### src/mbri_defs.vh
`ifndef MBRI_DEFS_VH
`define MBRI_DEFS_VH
// clock rate in hertz
`define MBRI_CLK_HZ 100000000
// tone frequency and durations in their own units
`define MBRI_TONE_HZ 4000
`define MBRI_BURST_MS 15
`define MBRI_CAD_ON_MS 122
`define MBRI_CAD_GAP_MS 610
// derived cycle counts (half period rounds down, durations round down)
`define MBRI_TONE_HALF (`MBRI_CLK_HZ / (2 * `MBRI_TONE_HZ))
`define MBRI_MS_CYC (`MBRI_CLK_HZ / 1000)
`define MBRI_BURST_CYC (`MBRI_BURST_MS * `MBRI_MS_CYC)
`define MBRI_CAD_ON_CYC (`MBRI_CAD_ON_MS * `MBRI_MS_CYC)
`define MBRI_CAD_GAP_CYC (`MBRI_CAD_GAP_MS * `MBRI_MS_CYC)
// count thresholds
`define MBRI_CONT_LIMIT 12'h013
`define MBRI_OVER_LIMIT 12'h7D0
// function codes
`define MBRI_FN_VOLT 2'h0
`define MBRI_FN_CURR 2'h1
`define MBRI_FN_OHMS 2'h2
// range codes: 0 = most sensitive (200.0 mV / 200.0 ohm) up to 4 = 2000
`define MBRI_RG_200M 3'h0
`define MBRI_RG_2 3'h1
`define MBRI_RG_20 3'h2
`define MBRI_RG_200 3'h3
`define MBRI_RG_2000 3'h4
// cadence phases
`define MBRI_PH_ON1 4'h1
`define MBRI_PH_OFF1 4'h2
`define MBRI_PH_ON2 4'h4
`define MBRI_PH_GAP 4'h8
`endif

### src/mbri_tone_gen.v
`timescale 1ns/100ps
`include "mbri_defs.vh"
// free running 4 kHz square wave from a cycle divider
module mbri_tone_gen (
   input wire clk_i,
   input wire rst_i,
   output reg tone_o
);
   reg [13:0] div_q;
   // toggle every half period
   always @(posedge clk_i) begin
      if (rst_i) begin
         div_q <= 14'h0000;
         tone_o <= 1'b1;
      end else if (div_q == `MBRI_TONE_HALF - 1) begin
         div_q <= 14'h0000;
         tone_o <= ~tone_o;
      end else begin
         div_q <= div_q + 14'h0001;
      end
   end
endmodule

### src/mbri_core.v
`timescale 1ns/100ps
`include "mbri_defs.vh"
// Behaviour
// - ohms below 19 counts gives continuous tone
// - volt/current overrange gives interrupted tone outside extended resolution
// - overrange blinks leading digit, zeros lower three outside extended resolution
// - overrange tone above 2000 counts, any ranging
// - tone sounds during extended-resolution display
// - tone output high when idle
// - 15 ms burst on range change outside current mode
// - 15 ms burst on function or option change
// - no range burst during current measurement
// - decimal points follow voltage/resistance range
// - current ranges light second or first point
// - auto ranging keeps converter under 200 mV
// - manual ranging enables 300 mV extended resolution
// - integration resistor chosen by function
// - AC option routes rectified path switch
// - cadence 122 on, 122 off, 122 on, 610 off
// - ohms overrange makes no tone
module mbri_core (
   input wire CLOCK_I,
   input wire RST_I,
   input wire [1:0] FUNCTION_I,
   input wire AC_OPTION_I,
   input wire LOW_POWER_OHMS_OPTION_I,
   input wire CURRENT_20MA_I,
   input wire MANUAL_RANGE_I,
   input wire [2:0] RANGE_I,
   input wire [11:0] COUNT_I,
   input wire COUNT_VALID_I,
   output reg TONE_O,
   output reg LEADING_DIGIT_BLINK_O,
   output reg LOWER_DIGITS_ZERO_O,
   output reg EXTENDED_RES_O,
   output reg POINT_DRIVE_FIRST_O,
   output reg POINT_DRIVE_SECOND_O,
   output reg POINT_DRIVE_THIRD_O,
   output reg ATTENUATOR_TAP_A_O,
   output reg ATTENUATOR_TAP_B_O,
   output reg ATTENUATOR_TAP_C_O,
   output reg ATTENUATOR_TAP_D_O,
   output reg VOLT_CURRENT_INTEG_RESISTOR_O,
   output reg OHMS_INTEG_RESISTOR_O,
   output reg RECTIFIED_INPUT_SWITCH_O,
   output reg DIRECT_INPUT_SWITCH_O
);
   // cycle counts cut on purpose to the width of the counters holding them
   localparam [31:0] BURST_FULL = `MBRI_BURST_CYC;
   localparam [31:0] CAD_ON_FULL = `MBRI_CAD_ON_CYC - 1;
   localparam [31:0] CAD_GAP_FULL = `MBRI_CAD_GAP_CYC - 1;
   localparam [20:0] BURST_CYC = BURST_FULL[20:0];
   localparam [26:0] CAD_ON_LAST = CAD_ON_FULL[26:0];
   localparam [26:0] CAD_GAP_LAST = CAD_GAP_FULL[26:0];

   // decimal point pattern {third, second, first}
   function [2:0] point_map;
      input [1:0] fn;
      input [2:0] rg;
      input ma20;
      begin
         if (fn == `MBRI_FN_CURR) begin
            point_map = ma20 ? 3'h2 : 3'h1;
         end else begin
            case (rg)
               `MBRI_RG_200M: point_map = 3'h1;
               `MBRI_RG_2: point_map = 3'h4;
               `MBRI_RG_20: point_map = 3'h2;
               `MBRI_RG_200: point_map = 3'h1;
               default: point_map = 3'h0;
            endcase
         end
      end
   endfunction

   // count beyond the 2000 full-scale limit
   function count_over;
      input [11:0] cnt;
      begin
         count_over = (cnt > `MBRI_OVER_LIMIT);
      end
   endfunction

   // count low enough to call the probes shorted
   function count_short;
      input [11:0] cnt;
      begin
         count_short = (cnt < `MBRI_CONT_LIMIT);
      end
   endfunction

   // rectifier path only for AC volts or amps; ohms always reads direct
   function ac_route;
      input ac;
      input [1:0] fn;
      begin
         ac_route = ac & (fn != `MBRI_FN_OHMS);
      end
   endfunction

   // extended counts exist when the 300 mV span is open or on the 2000 range
   function ext_span;
      input manual;
      input [2:0] rg;
      begin
         ext_span = manual | (rg == `MBRI_RG_2000);
      end
   endfunction

   wire tone_sq;
   reg [1:0] fn_q;
   reg ac_q;
   reg lo_q;
   reg ma_q;
   reg [2:0] rg_q;
   reg primed_q;
   reg cont_q;
   reg over_q;
   reg ohm_over_q;
   reg ext_q;
   reg [20:0] burst_q;
   reg [3:0] phase_q;
   reg [3:0] phase_d;
   reg [26:0] cad_q;
   reg cad_done;
   wire fn_chg;
   wire rg_chg;
   wire is_ohms;
   reg tone_en;
   wire [3:0] tap_d;
   genvar gi;

   // single divider feeds every tone source
   mbri_tone_gen u_tone (
      .clk_i(CLOCK_I),
      .rst_i(RST_I),
      .tone_o(tone_sq)
   );

   assign is_ohms = (FUNCTION_I == `MBRI_FN_OHMS);
   assign fn_chg = primed_q & ((FUNCTION_I != fn_q) | (AC_OPTION_I != ac_q)
                   | (LOW_POWER_OHMS_OPTION_I != lo_q));
   // range change in current mode is silent
   assign rg_chg = primed_q & (FUNCTION_I != `MBRI_FN_CURR)
                   & ((RANGE_I != rg_q) | (CURRENT_20MA_I != ma_q));

   // one tap per decade above 200 mV keeps converter in span
   generate
      for (gi = 0; gi < 4; gi = gi + 1) begin : g_tap
         localparam [31:0] TAP_FULL = gi + 1;
         localparam [2:0] TAP_RG = TAP_FULL[2:0];
         assign tap_d[gi] = ~is_ohms & (RANGE_I == TAP_RG);
      end
   endgenerate

   // remember previous settings; first cycle after reset only primes
   always @(posedge CLOCK_I) begin
      if (RST_I) begin
         fn_q <= `MBRI_FN_VOLT;
         ac_q <= 1'b0;
         lo_q <= 1'b0;
         ma_q <= 1'b0;
         rg_q <= `MBRI_RG_200M;
         primed_q <= 1'b0;
      end else begin
         fn_q <= FUNCTION_I;
         ac_q <= AC_OPTION_I;
         lo_q <= LOW_POWER_OHMS_OPTION_I;
         ma_q <= CURRENT_20MA_I;
         rg_q <= RANGE_I;
         primed_q <= 1'b1;
      end
   end

   // latch conversion verdicts; a function change clears stale ones
   // a fresh count in the same cycle wins, it was read under the new setting
   always @(posedge CLOCK_I) begin
      if (RST_I) begin
         cont_q <= 1'b0;
         over_q <= 1'b0;
         ohm_over_q <= 1'b0;
         ext_q <= 1'b0;
      end else if (COUNT_VALID_I) begin
         cont_q <= is_ohms & count_short(COUNT_I);
         over_q <= ~is_ohms & count_over(COUNT_I);
         ohm_over_q <= is_ohms & count_over(COUNT_I);
         ext_q <= ext_span(MANUAL_RANGE_I, RANGE_I) & ~is_ohms
                  & count_over(COUNT_I);
      end else if (fn_chg) begin
         cont_q <= 1'b0;
         over_q <= 1'b0;
         ohm_over_q <= 1'b0;
         ext_q <= 1'b0;
      end
   end

   // 15 ms burst, retriggered by any qualifying change
   always @(posedge CLOCK_I) begin
      if (RST_I) begin
         burst_q <= 21'h000000;
      end else if (fn_chg || rg_chg) begin
         burst_q <= BURST_CYC;
      end else if (burst_q != 21'h000000) begin
         burst_q <= burst_q - 21'h000001;
      end
   end

   // cadence phase advance
   always @* begin
      cad_done = 1'b0;
      phase_d = phase_q;
      case (phase_q)
         `MBRI_PH_ON1: begin
            cad_done = (cad_q == CAD_ON_LAST);
            if (cad_done) phase_d = `MBRI_PH_OFF1;
         end
         `MBRI_PH_OFF1: begin
            cad_done = (cad_q == CAD_ON_LAST);
            if (cad_done) phase_d = `MBRI_PH_ON2;
         end
         `MBRI_PH_ON2: begin
            cad_done = (cad_q == CAD_ON_LAST);
            if (cad_done) phase_d = `MBRI_PH_GAP;
         end
         `MBRI_PH_GAP: begin
            cad_done = (cad_q == CAD_GAP_LAST);
            if (cad_done) phase_d = `MBRI_PH_ON1;
         end
         default: begin
            cad_done = 1'b1;
            phase_d = `MBRI_PH_ON1;
         end
      endcase
   end

   // cadence runs only while overranged, restarting on the first on slot
   always @(posedge CLOCK_I) begin
      if (RST_I || !over_q) begin
         phase_q <= `MBRI_PH_ON1;
         cad_q <= 27'h0000000;
      end else begin
         phase_q <= phase_d;
         cad_q <= cad_done ? 27'h0000000 : cad_q + 27'h0000001;
      end
   end

   // tone sources; continuity and extended are steady, overrange gated
   always @* begin
      tone_en = cont_q | ext_q | (burst_q != 21'h000000)
                | (over_q & (phase_q[0] | phase_q[2]));
   end

   // registered outputs
   always @(posedge CLOCK_I) begin
      if (RST_I) begin
         TONE_O <= 1'b1;
         LEADING_DIGIT_BLINK_O <= 1'b0;
         LOWER_DIGITS_ZERO_O <= 1'b0;
         EXTENDED_RES_O <= 1'b0;
         POINT_DRIVE_FIRST_O <= 1'b0;
         POINT_DRIVE_SECOND_O <= 1'b0;
         POINT_DRIVE_THIRD_O <= 1'b0;
         ATTENUATOR_TAP_A_O <= 1'b0;
         ATTENUATOR_TAP_B_O <= 1'b0;
         ATTENUATOR_TAP_C_O <= 1'b0;
         ATTENUATOR_TAP_D_O <= 1'b0;
         VOLT_CURRENT_INTEG_RESISTOR_O <= 1'b1;
         OHMS_INTEG_RESISTOR_O <= 1'b0;
         RECTIFIED_INPUT_SWITCH_O <= 1'b0;
         DIRECT_INPUT_SWITCH_O <= 1'b1;
      end else begin
         TONE_O <= tone_en ? tone_sq : 1'b1;
         // ohms overrange still shows on the display, only the tone is muted
         LEADING_DIGIT_BLINK_O <= over_q | ext_q | ohm_over_q;
         LOWER_DIGITS_ZERO_O <= (over_q | ohm_over_q) & ~ext_q;
         EXTENDED_RES_O <= MANUAL_RANGE_I;
         {POINT_DRIVE_THIRD_O, POINT_DRIVE_SECOND_O, POINT_DRIVE_FIRST_O}
            <= point_map(FUNCTION_I, RANGE_I, CURRENT_20MA_I);
         // taps registered from the decoded vector
         ATTENUATOR_TAP_A_O <= tap_d[0];
         ATTENUATOR_TAP_B_O <= tap_d[1];
         ATTENUATOR_TAP_C_O <= tap_d[2];
         ATTENUATOR_TAP_D_O <= tap_d[3];
         VOLT_CURRENT_INTEG_RESISTOR_O <= ~is_ohms;
         OHMS_INTEG_RESISTOR_O <= is_ohms;
         // both switches from one decode so they can never overlap
         RECTIFIED_INPUT_SWITCH_O <= ac_route(AC_OPTION_I, FUNCTION_I);
         DIRECT_INPUT_SWITCH_O <= ~ac_route(AC_OPTION_I, FUNCTION_I);
      end
   end
endmodule

### config.mk
export PLATFORM = sky130hd
export DESIGN_NAME = mbri_core
export DESIGN_NICKNAME = d
export VERILOG_FILES = /design/src/mbri_tone_gen.v /design/src/mbri_core.v
export VERILOG_INCLUDE_DIRS = /design/src
export SDC_FILE = /design/constraint.sdc
export NUM_CORES = 1
export LEC_CHECK = 0
export ABC_AREA = 1
export ABC_CLOCK_PERIOD_IN_PS = 1550
export BUFFER_PORTS_ARGS = -buffer_cell sky130_fd_sc_hd__clkbuf_2
export CAP_MARGIN = 20
export CORE_UTILIZATION = 54
export CTS_BUF_LIST = sky130_fd_sc_hd__clkbuf_4 sky130_fd_sc_hd__clkbuf_8 sky130_fd_sc_hd__clkbuf_16
export CTS_CLUSTER_DIAMETER = 150
export DETAILED_ROUTE_END_ITERATION = 8
export PLACE_DENSITY = 0.82
export SLEW_MARGIN = 20
export SYNTH_ARGS = -nofsm -noshare
export SYNTH_HDL_FRONTEND = slang
export SYNTH_SLANG_ARGS = --single-unit
### constraint.sdc
create_clock -name CLOCK_I -period 1.55 [get_ports CLOCK_I]
set_clock_uncertainty 0.05 [all_clocks]
set_input_delay 0.0775 -clock CLOCK_I [delete_from_list [all_inputs] [get_ports CLOCK_I]]
set_output_delay 0.0775 -clock CLOCK_I [all_outputs]
set_load 0.02 [all_outputs]
* Word-level counts from Yosys, hierarchy flattened
Cells that the tools add are included.
W data, S select, Z words.
** Operators by class
- Eq/ne operators :: 24
- Bitwise operators :: 31
- Reductions and logical operators :: 14
- Add/sub/neg operators :: 3
- Order comparisons :: 2
- Muxes and demuxes :: 17
** Operators with widths (number)
- $mux W21 :: 2
- $add A27 B1 Y27 const B :: 1
- $eq A27 B24 Y1 const B :: 1
- $eq A27 B26 Y1 const B :: 1
- $reduce_bool A21 Y1 :: 1
- $sub A21 B1 Y21 const B :: 1
- $mux W4 :: 4
- $pmux W4 S4 :: 1
- $and A1 B1 Y1 :: 15
- $add A14 B1 Y14 const B :: 1
- $eq A14 B14 Y1 const B :: 1
- $gt A12 B11 Y1 const B :: 1
- $lt A12 B5 Y1 const B :: 1
- $or A1 B1 Y1 :: 11
- $ne A2 B2 Y1 const B :: 5
- $reduce_or A2 Y1 :: 5
- $pmux W3 S3 :: 1
- $eq A3 B2 Y1 const B :: 2
- $mux W1 :: 6
- $not A1 Y1 :: 5
- $eq A4 B1 Y1 const B :: 1
- $eq A4 B2 Y1 const B :: 1
- $eq A4 B3 Y1 const B :: 1
- $eq A4 B4 Y1 const B :: 1
- other kinds (17) :: 21
** Storage, ports and cells
- Output and inout bits :: 15
- Input bits :: 24
- Register bits after elaboration :: 95

* Logic depth before layout (Yosys ltp)
Gate-level depths: netlist of run 1.
- Depth after elaboration :: 6
- Mapped depth :: 12

* By module
A second synthesis of run 1 with hierarchy kept.
** Unflattened totals
- Cells, all modules :: 687
- Area, all modules :: 4785.8 um2
** Modules (own cells, without submodules)
- mbri_core :: times used 1, cells each 580, area each 3987.6 um2
- mbri_tone_gen :: times used 1, cells each 107, area each 798.3 um2

* Worst setup path after synthesis of run 1
No wires, ideal clock.
- Path type :: reg2reg
- Start point :: reg cad_q[0]
- End point :: reg cad_q[2]
- Cell stages (with the launch flop) :: 12
- Slack :: -42 ps
- Setup time :: 116 ps
- Required time :: 1384 ps
- Buffers on the path :: 1
- Period minus slack after synthesis :: 1592 ps
- Arrival :: 1426 ps
- Cells stage by stage :: dfxtp_1 -> ha_1 -> nand2_1 -> nor2_4 -> nand3_2 -> nor2_1 -> nand2_1 -> nand2_2 -> nand2_4 -> nand2_4 -> buf_6 -> nor2_1
** On the way
- Cells in the longest elaborated chain, start to end :: 3
- Elaborated cells between the ends (all ways) :: 5
- Classes of those cells :: 1 x add/sub; 2 x eq/ne; 1 x mux; 1 x reduce/logical
** RTL lines
- from (decl) :: line mbri_core.v:124 : reg [26:0] cad_q;
- from (signal assigned) :: line mbri_core.v:243 : cad_q <= cad_done ? 27'h0000000 : cad_q + 27'h0000001;
- parallel branches: the longest is 3 deep, another holds $add A27 B1 Y27
Several ways; the timed one is not identified.
A chain may end at the register's enable or synchronous reset.

* Final worst setup path of run 1
- Start point :: reg cad_q[1]
- End point :: reg phase_q[2]
** On the way
- Cells in the longest elaborated chain, start to end :: 3
- Elaborated cells between the ends (all ways) :: 7
- Classes of those cells :: 6 x eq/ne; 1 x reduce/logical
** RTL lines
- $eq A27 B26 Y1 / $eq A27 B24 Y1 (equally long branches)
- $ne A2 B2 Y1 (no line)
- $reduce_and A4 Y1 (no line) *
- to (signal assigned) :: line mbri_core.v:239 : phase_q <= `MBRI_PH_ON1;
- to (signal assigned) :: line mbri_core.v:242 : phase_q <= phase_d;
- to (decl) :: line mbri_core.v:122 : reg [3:0] phase_q;
Mark *: on every way between the ends. The rest lies on a longest branch, timed or not.

==> results.py, run 1 <==
metrics = {
    "finish": {
        "antenna_cells": 0,
        "area_growth_pct": 28.2,
        "drive_above_1_share_pct": 23.3,
        "layout.area.seq_sq_um": 1920,
        "nets": 826,
        "nFillCells": 640,
        "stdcell_count": 908,
        "multi_input_area_sq_um": 2650,
    },
    "yosys": {
        "ys_seq_area_share_pct": 40.4,
        "ys_types": 31,
        "syn_area_per_cell_sq_um": 6.80,
        "async_flop_share_pct": 0,
        "synth_area_sq_um": 4710,
        "synth_most_common_cell": "nor2_1",
        "synth_top_area_share_pct": 40.4,
        "synth_common_cells": "nor2_1, nand2_1, dfxtp_1, inv_1, nand3_1",
        "yosys_warnings": 0,
        "synth_area_leader_cell": "dfxtp_1",
        "yosys_register_bits": 95,
        "synthesis.nets": 720,
        "ys_top_cells_by_area": "dfxtp_1, nor2_1, nand2_1",
        "synth-edff-count": 0,
        "synth_ff_type": "dfxtp_1",
        "synthCells": 692,
    },
    "timing": {
        "fin_ws_ns": -0.0553,
        "rsz0062_at_grt": "yes",
        "fmax_mhz": 623,
        "worst_pin_slew_ns": 0.370,
        "hold_viol_final": 0,
        "final-max-slew-violation-count": 0,
        "slew_headroom_pct": 75.1,
        "tns_ns": -0.909,
        "period_needed_ns": 1.61,
        "hold_ws_ns": 0.0139,
        "setup_viol": 30,
        "finalCritPeriodShare_pct": 104,
    },
    "detailed_routing": {
        "wl_um": 12500,
        "drc": 0,
        "drt_iter0_markers": 277,
        "antenna_left": 0,
        "vias": 4887,
        "vias_per_cell": 5.38,
        "dr.pass1.iters": 6,
        "post_drt_wl_per_cell_um": 13.8,
    },
    "power_and_ir_drop": {
        "finalPower_w": 0.00501,
        "clockPowerShare_pct": 33.7,
        "ir_drop_mv": 0.680,
        "p_per_area_nw_per_um2": 830,
        "swShare_pct": 30.7,
        "p_seq_share_pct": 51.6,
        "p_int_w": 0.00347,
        "switchingPower_w": 0.00154,
        "combinationalPowerShare_pct": 14.7,
        "p_leak_nw": 2.51,
    },
    "min_path": {
        "hp-start": "COUNT_I[4]",
        "hp-class": "input pin to flip-flop",
        "whs_endpoint": "cont_q",
        "holdPathStages": 4,
    },
    "global_route": {
        "antenna_found_initial": 0,
        "grt_usage_pct": 26.4,
        "overflow": 0,
        "grt_max_degree": 23,
        "grt_pass1_wl_um": 19100,
        "grt_pass1_vias": 4588,
    },
    "floorplanning": {
        "start_util_pct": 56.4,
        "coreArea_sq_um": 8340,
        "rows": 33,
        "chipHeight_um": 95.4,
        "die_w_um": 95.4,
        "io_pins": 39,
        "dieArea_sq_um": 9090,
    },
    "placed_design": {
        "dp.cells": 866,
        "io_buffer_count": 38,
        "place_congestion": 0.988,
        "hpwl_um": 8050,
    },
    "outcome": {
        "failed_checks": "negative setup slack",
        "status": "finished with violations",
    },
    "worst_setup_path": {
        "crit_required_ns": 1.78,
        "cp-startpoint": "cad_q[1]",
        "critPathCaptureType": "flip-flop",
        "r2r_setup_slack_ns": -0.06,
        "rr_endpoint": "phase_q[2]",
        "r2r_cells": 11,
        "crit_type": "flip-flop to flip-flop",
        "crit_fanout": 6,
        "critPathLaunchType": "flip-flop",
        "arrival_ns": 1.84,
        "r2r_start": "cad_q[1]",
    },
    "cts": {
        "clkTransAtPathRegs_ns": 0.12,
        "cts_tree": "done",
        "h-tree-depth": 3,
        "clock_latency_ns": 0.38,
        "clock_path_buffers": 2,
        "cts_root_buf": "clkbuf_8",
        "cts_sinks": 95,
        "numCtsBuffers": 9,
    },
    "job": {
        "cap_violations": 0,
    },
}
==> cells by family after synthesis <==
| kind of cell | after synthesis | synth area share (%) |
|---|---|---|
| adder cells (fa/ha/maj) | 4 | 1.06 |
| AND/OR/NAND/NOR | 410 | 38.4 |
| AO/OA/AOI/OAI | 42 | 4.65 |
| XOR/XNOR | 36 | 6.70 |
| flip-flops | 95 | 40.4 |
| buffers and inverters | 105 | 8.77 |
==> worst max-delay path: stages (launching register included) <==
cell and delay, ns:
dfxtp_2 0.37, ha_4 0.15, nand2_4 0.05, nor2_4 0.13, nand3_2 0.12, nor2_2 0.12
nand2_1 0.07, nand2_2 0.09, buf_4 0.15, nand3_1 0.09, nand2_1 0.08, nor2_1 0.04
==> timing repair <==
| action | in CTS | in global routing |
|---|---|---|
| endpoints found under the hold margin | 26 | 1 |
| pin swaps | 4 | 9 |
| hold buffers | 19 | 2 |
| setup buffers | 2 | 6 |
| gates resized for setup | 12 | 66 |
| setup endpoints to repair | 51 | 71 |
==> power groups by stage <==
stage	Combinational [W]	Clock [W]	Sequential, W
finish	0.000737	0.00169	0.00258
global route	0.000806	0.00179	0.00259
CTS	0.000630	0.00170	0.00256
detailed placement	0.000583	0	0.00262
global placement	0.000563	0	0.00262
floorplan	0.000365	0	0.00263
==> worst max-delay path by stage <==
stage / endpoint / cells after the start
5_1_grt: cad_q[20] / 10
6_report: phase_q[2] / 11
4_1_cts: cad_q[6] / 11
2_1_floorplan: cad_q[5] / 11
3_3_place_gp: cad_q[25] / 11
3_5_place_dp: cad_q[6] / 11
==> final cells by class <==
type	instances	area share [%]
Sequential cell	95	31.8
Timing Repair Buffer	104	12.7
Clock inverter	7	1.39
Tap cell	105	2.18
Inverter	96	6.01
Clock buffer	9	2.05
Multi-Input combinational cell	492	43.8
==> registers in the layout (all words and copies together) (netlist names), 2 cells and up <==
| name | count |
|---|---|
| u_tone.div_q | 14 |
| cad_q | 27 |
| burst_q | 21 |
| phase_q | 4 |
| rg_q | 3 |
| fn_q | 2 |
==> placed cells by master (no fill, tap or decap), types with 2 or more instances in the layout <==
| cell | netlist | routed |
|---|---|---|
| dlygate4sd3_1 | 0 | 18 |
| nand3_2 | 1 | 5 |
| clkinv_8 | 0 | 2 |
| nand3b_1 | 6 | 6 |
| dfxtp_1 | 95 | 81 |
| clkinv_4 | 0 | 2 |
| nand2_1 | 141 | 132 |
| clkbuf_8 | 0 | 9 |
| nand4_1 | 22 | 22 |
| nor3_1 | 19 | 15 |
| nor4_4 | 0 | 3 |
| o21ai_0 | 9 | 8 |
| nand3_1 | 52 | 48 |
| nor2_2 | 3 | 20 |
| nand2_2 | 2 | 9 |
| buf_4 | 0 | 45 |
| inv_8 | 0 | 3 |
| nor2_1 | 143 | 123 |
| clkbuf_2 | 0 | 38 |
| a21o_1 | 2 | 2 |
| nor2_4 | 1 | 4 |
| dfxtp_2 | 0 | 14 |
| nor4_1 | 7 | 4 |
| inv_2 | 1 | 6 |
| o21ai_1 | 1 | 2 |
| xnor2_1 | 9 | 9 |
| nor3b_2 | 0 | 2 |
| buf_12 | 0 | 3 |
| or2_2 | 5 | 4 |
| a21oi_1 | 28 | 27 |
| inv_1 | 95 | 89 |
| nand2_4 | 3 | 5 |
| nor3b_1 | 4 | 2 |
| xor2_1 | 27 | 26 |
| nor3_2 | 0 | 3 |
| ha_4 | 0 | 3 |
==> metal layers <==
metal / vias to the layer above / share of wire, % / wire (um) / GRT usage [%]
li1: 2393 / - / - / -
met1: 2273 / 41 / 5120 / 31.3
met2: 188 / 51 / 6440 / 45.7
met3: 33 / 5.7 / 709 / 5.26
met4: 0 / 2.1 / 259 / 11.9
met5: - / 0 / 0 / 0
==> stage by stage <==
stage / utilization [%] / cell area, sq um / setup WS [ns]
floorplan: - / 4720 / 0.00557
global placement: 63.9 / 5330 / -0.00775
detailed placement: 63.9 / 5330 / -0.0609
CTS: 69.3 / 5780 / -0.0164
global route: 72.4 / 6030 / -0.157
finish: 72.4 / 6030 / -0.0553
No activity file was read; power rests on OpenSTA's default activity.
==> run 2: changes to the inputs <==
==> constraint.sdc (replaced) <==
create_clock -name CLOCK_I -period 1.55 [get_ports CLOCK_I]
set_clock_uncertainty 0.05 [all_clocks]
set_input_delay 0.31 -clock CLOCK_I [delete_from_list [all_inputs] [get_ports CLOCK_I]]
set_output_delay 0.31 -clock CLOCK_I [all_outputs]
set_load 0.02 [all_outputs]
==> run 2 against run 1 <==
The run still ends with negative setup slack left. Worst hold slack improved by 0.076 ns. Final area fell by 2.4%. Core utilization fell by 1.7 points. Sequential power barely moved. Combinational power fell by 6.6%. Clock power rose by 5%. Worst setup slack improved by 0.038 ns. Wire length fell by 7.0%. Cell count fell by 1.3%. Register-to-register slack improved by 0.04 ns. Global-route usage fell by 0.84 points. Maximum frequency rose by 2.4%. Critical path type unchanged. Largest cell class unchanged.
==> results.py, run 2 (synthesis gave the netlist of run 1 again) <==
metrics = {
    "detailed_routing": {
        "dr.pass1.iters": 5,
        "post_drt_wl_per_cell_um": 13.0,
        "drc": 0,
        "vias": 4727,
        "antenna_left": 0,
        "drt_iter0_markers": 172,
        "wl_um": 11600,
        "vias_per_cell": 5.28,
    },
    "cts": {
        "cts_sinks": 95,
        "cts_tree": "done",
        "numCtsBuffers": 9,
        "h-tree-depth": 3,
        "holdBufCountCts": 0,
        "clock_path_buffers": 2,
        "clkTransAtPathRegs_ns": 0.11,
        "cts_root_buf": "clkbuf_8",
        "clock_latency_ns": 0.37,
    },
    "timing": {
        "hold_viol_final": 0,
        "slew_headroom_pct": 76.5,
        "fin_ws_ns": -0.0173,
        "rsz0062_at_grt": "yes",
        "fmax_mhz": 638,
        "final-max-slew-violation-count": 0,
        "setup_viol": 13,
        "period_needed_ns": 1.57,
        "tns_ns": -0.102,
        "finalCritPeriodShare_pct": 101,
        "worst_pin_slew_ns": 0.349,
    },
    "floorplanning": {
        "die_w_um": 95.4,
        "start_util_pct": 56.4,
        "coreArea_sq_um": 8340,
        "io_pins": 39,
        "dieArea_sq_um": 9090,
        "rows": 33,
        "chipHeight_um": 95.4,
    },
    "worst_setup_path": {
        "r2r_setup_slack_ns": -0.02,
        "crit_fanout": 14,
        "critPathLaunchType": "flip-flop",
        "critPathCaptureType": "flip-flop",
        "arrival_ns": 1.77,
        "r2r_cells": 11,
        "crit_type": "flip-flop to flip-flop",
        "crit_required_ns": 1.76,
    },
    "global_route": {
        "grt_pass1_vias": 4422,
        "grt_max_degree": 20,
        "antenna_found_initial": 0,
        "grt_pass1_wl_um": 18600,
        "overflow": 0,
        "grt_usage_pct": 25.5,
    },
    "finish": {
        "top_regs": "cad_q (27), burst_q (21), u_tone.div_q (14)",
        "drive_above_1_share_pct": 23.8,
        "layout.area.seq_sq_um": 1930,
        "multi_input_area_sq_um": 2600,
        "largest_register_ffs": 27,
        "largest_register": "cad_q",
        "layout_commonest_cell": "nand2_1",
        "area_growth_pct": 25.2,
        "layout_common_cells": "nand2_1, nor2_1, inv_1",
        "nets": 814,
        "stdcell_count": 896,
        "fin_area_sq_um": 5890,
        "antenna_cells": 0,
        "nFillCells": 649,
    },
    "placed_design": {
        "dp.cells": 870,
        "place_congestion": 0.965,
        "dpl-instance-area_sq_um": 5360,
        "io_buffer_count": 38,
        "hpwl_um": 7990,
    },
    "power_and_ir_drop": {
        "combinationalPowerShare_pct": 13.6,
        "swShare_pct": 28.7,
        "p_seq_share_pct": 51.1,
        "p_per_area_nw_per_um2": 857,
        "p_int_w": 0.00360,
        "clockPowerShare_pct": 35.3,
        "ir_drop_mv": 0.561,
        "p_leak_nw": 2.47,
        "switchingPower_w": 0.00145,
    },
    "outcome": {
        "status": "finished with violations",
        "failed_checks": "negative setup slack",
    },
    "min_path": {
        "hp-class": "input pin to flip-flop",
        "holdPathStages": 3,
    },
    "job": {
        "cap_violations": 0,
    },
}
-- run 2: power groups by stage --
stage	Combinational (W)	Clock (W)	Sequential (W)
CTS	0.000604	0.00181	0.00257
global route	0.000768	0.00189	0.00259
finish	0.000688	0.00178	0.00258
detailed placement	0.000590	0	0.00262
floorplan	0.000365	0	0.00263
global placement	0.000577	0	0.00262
-- run 2: worst paths after layout --
| kind | start | endpoint |
|---|---|---|
| max | cad_q[1] | cad_q[2] |
| min | MANUAL_RANGE_I | EXTENDED_RES_O |
| max reg2reg | cad_q[1] | cad_q[2] |
| min reg2reg | u_tone.div_q[0] | u_tone.div_q[0] |
-- run 2: per-stage QoR --
| stage | hold WS, ns | total power, W | worst slack, ns | util, % |
|---|---|---|---|---|
| 2_1_floorplan | 0.336 | 0.00299 | 0.00557 | - |
| 3_3_place_gp | 0.379 | 0.00319 | -0.0139 | 64.3 |
| 3_5_place_dp | 0.392 | 0.00321 | -0.0620 | 64.3 |
| 4_1_cts | 0.0774 | 0.00498 | 0.00289 | 67.4 |
| 5_1_grt | 0.106 | 0.00525 | -0.135 | 70.6 |
| 6_report | 0.0903 | 0.00505 | -0.0173 | 70.6 |
-- run 2: what timing repair did --
item / 4_1_cts / 5_1_grt
pin swaps: 2 / 12
endpoints found under the setup margin: 41 / 68
gates resized for setup: 12 / 60
cloned: 0 / 2
buffers inserted: 1 / 7
-- run 2: layout make-up --
| cell class | instances | share of cell area (%) |
|---|---|---|
| multi-input cells | 492 | 44.1 |
| flip-flops and latches | 95 | 32.7 |
| repair buffers | 92 | 11.1 |
| inverters | 96 | 6.16 |
| well taps | 105 | 2.23 |
| clock buffers | 9 | 2.10 |
| clock inverters | 7 | 1.61 |
-- run 2: critical path, cell delays in order, from the launching register on --
cell and delay, ns:
dfxtp_2 0.36, ha_4 0.14, nand2_2 0.06, nor2_4 0.16, nand3_2 0.11, inv_1 0.08
nand3_2 0.10, nand2_4 0.09, nand2_4 0.05, nand2_4 0.08, buf_12 0.14, nor2_1 0.05
-- run 2: per-layer routing --
metal  global-route usage, %  part of all wire, %
met1                    32.3                   42
met2                    43.3                   50
met3                    3.27                  4.8
met4                    11.2                  2.9
met5                       0                    0
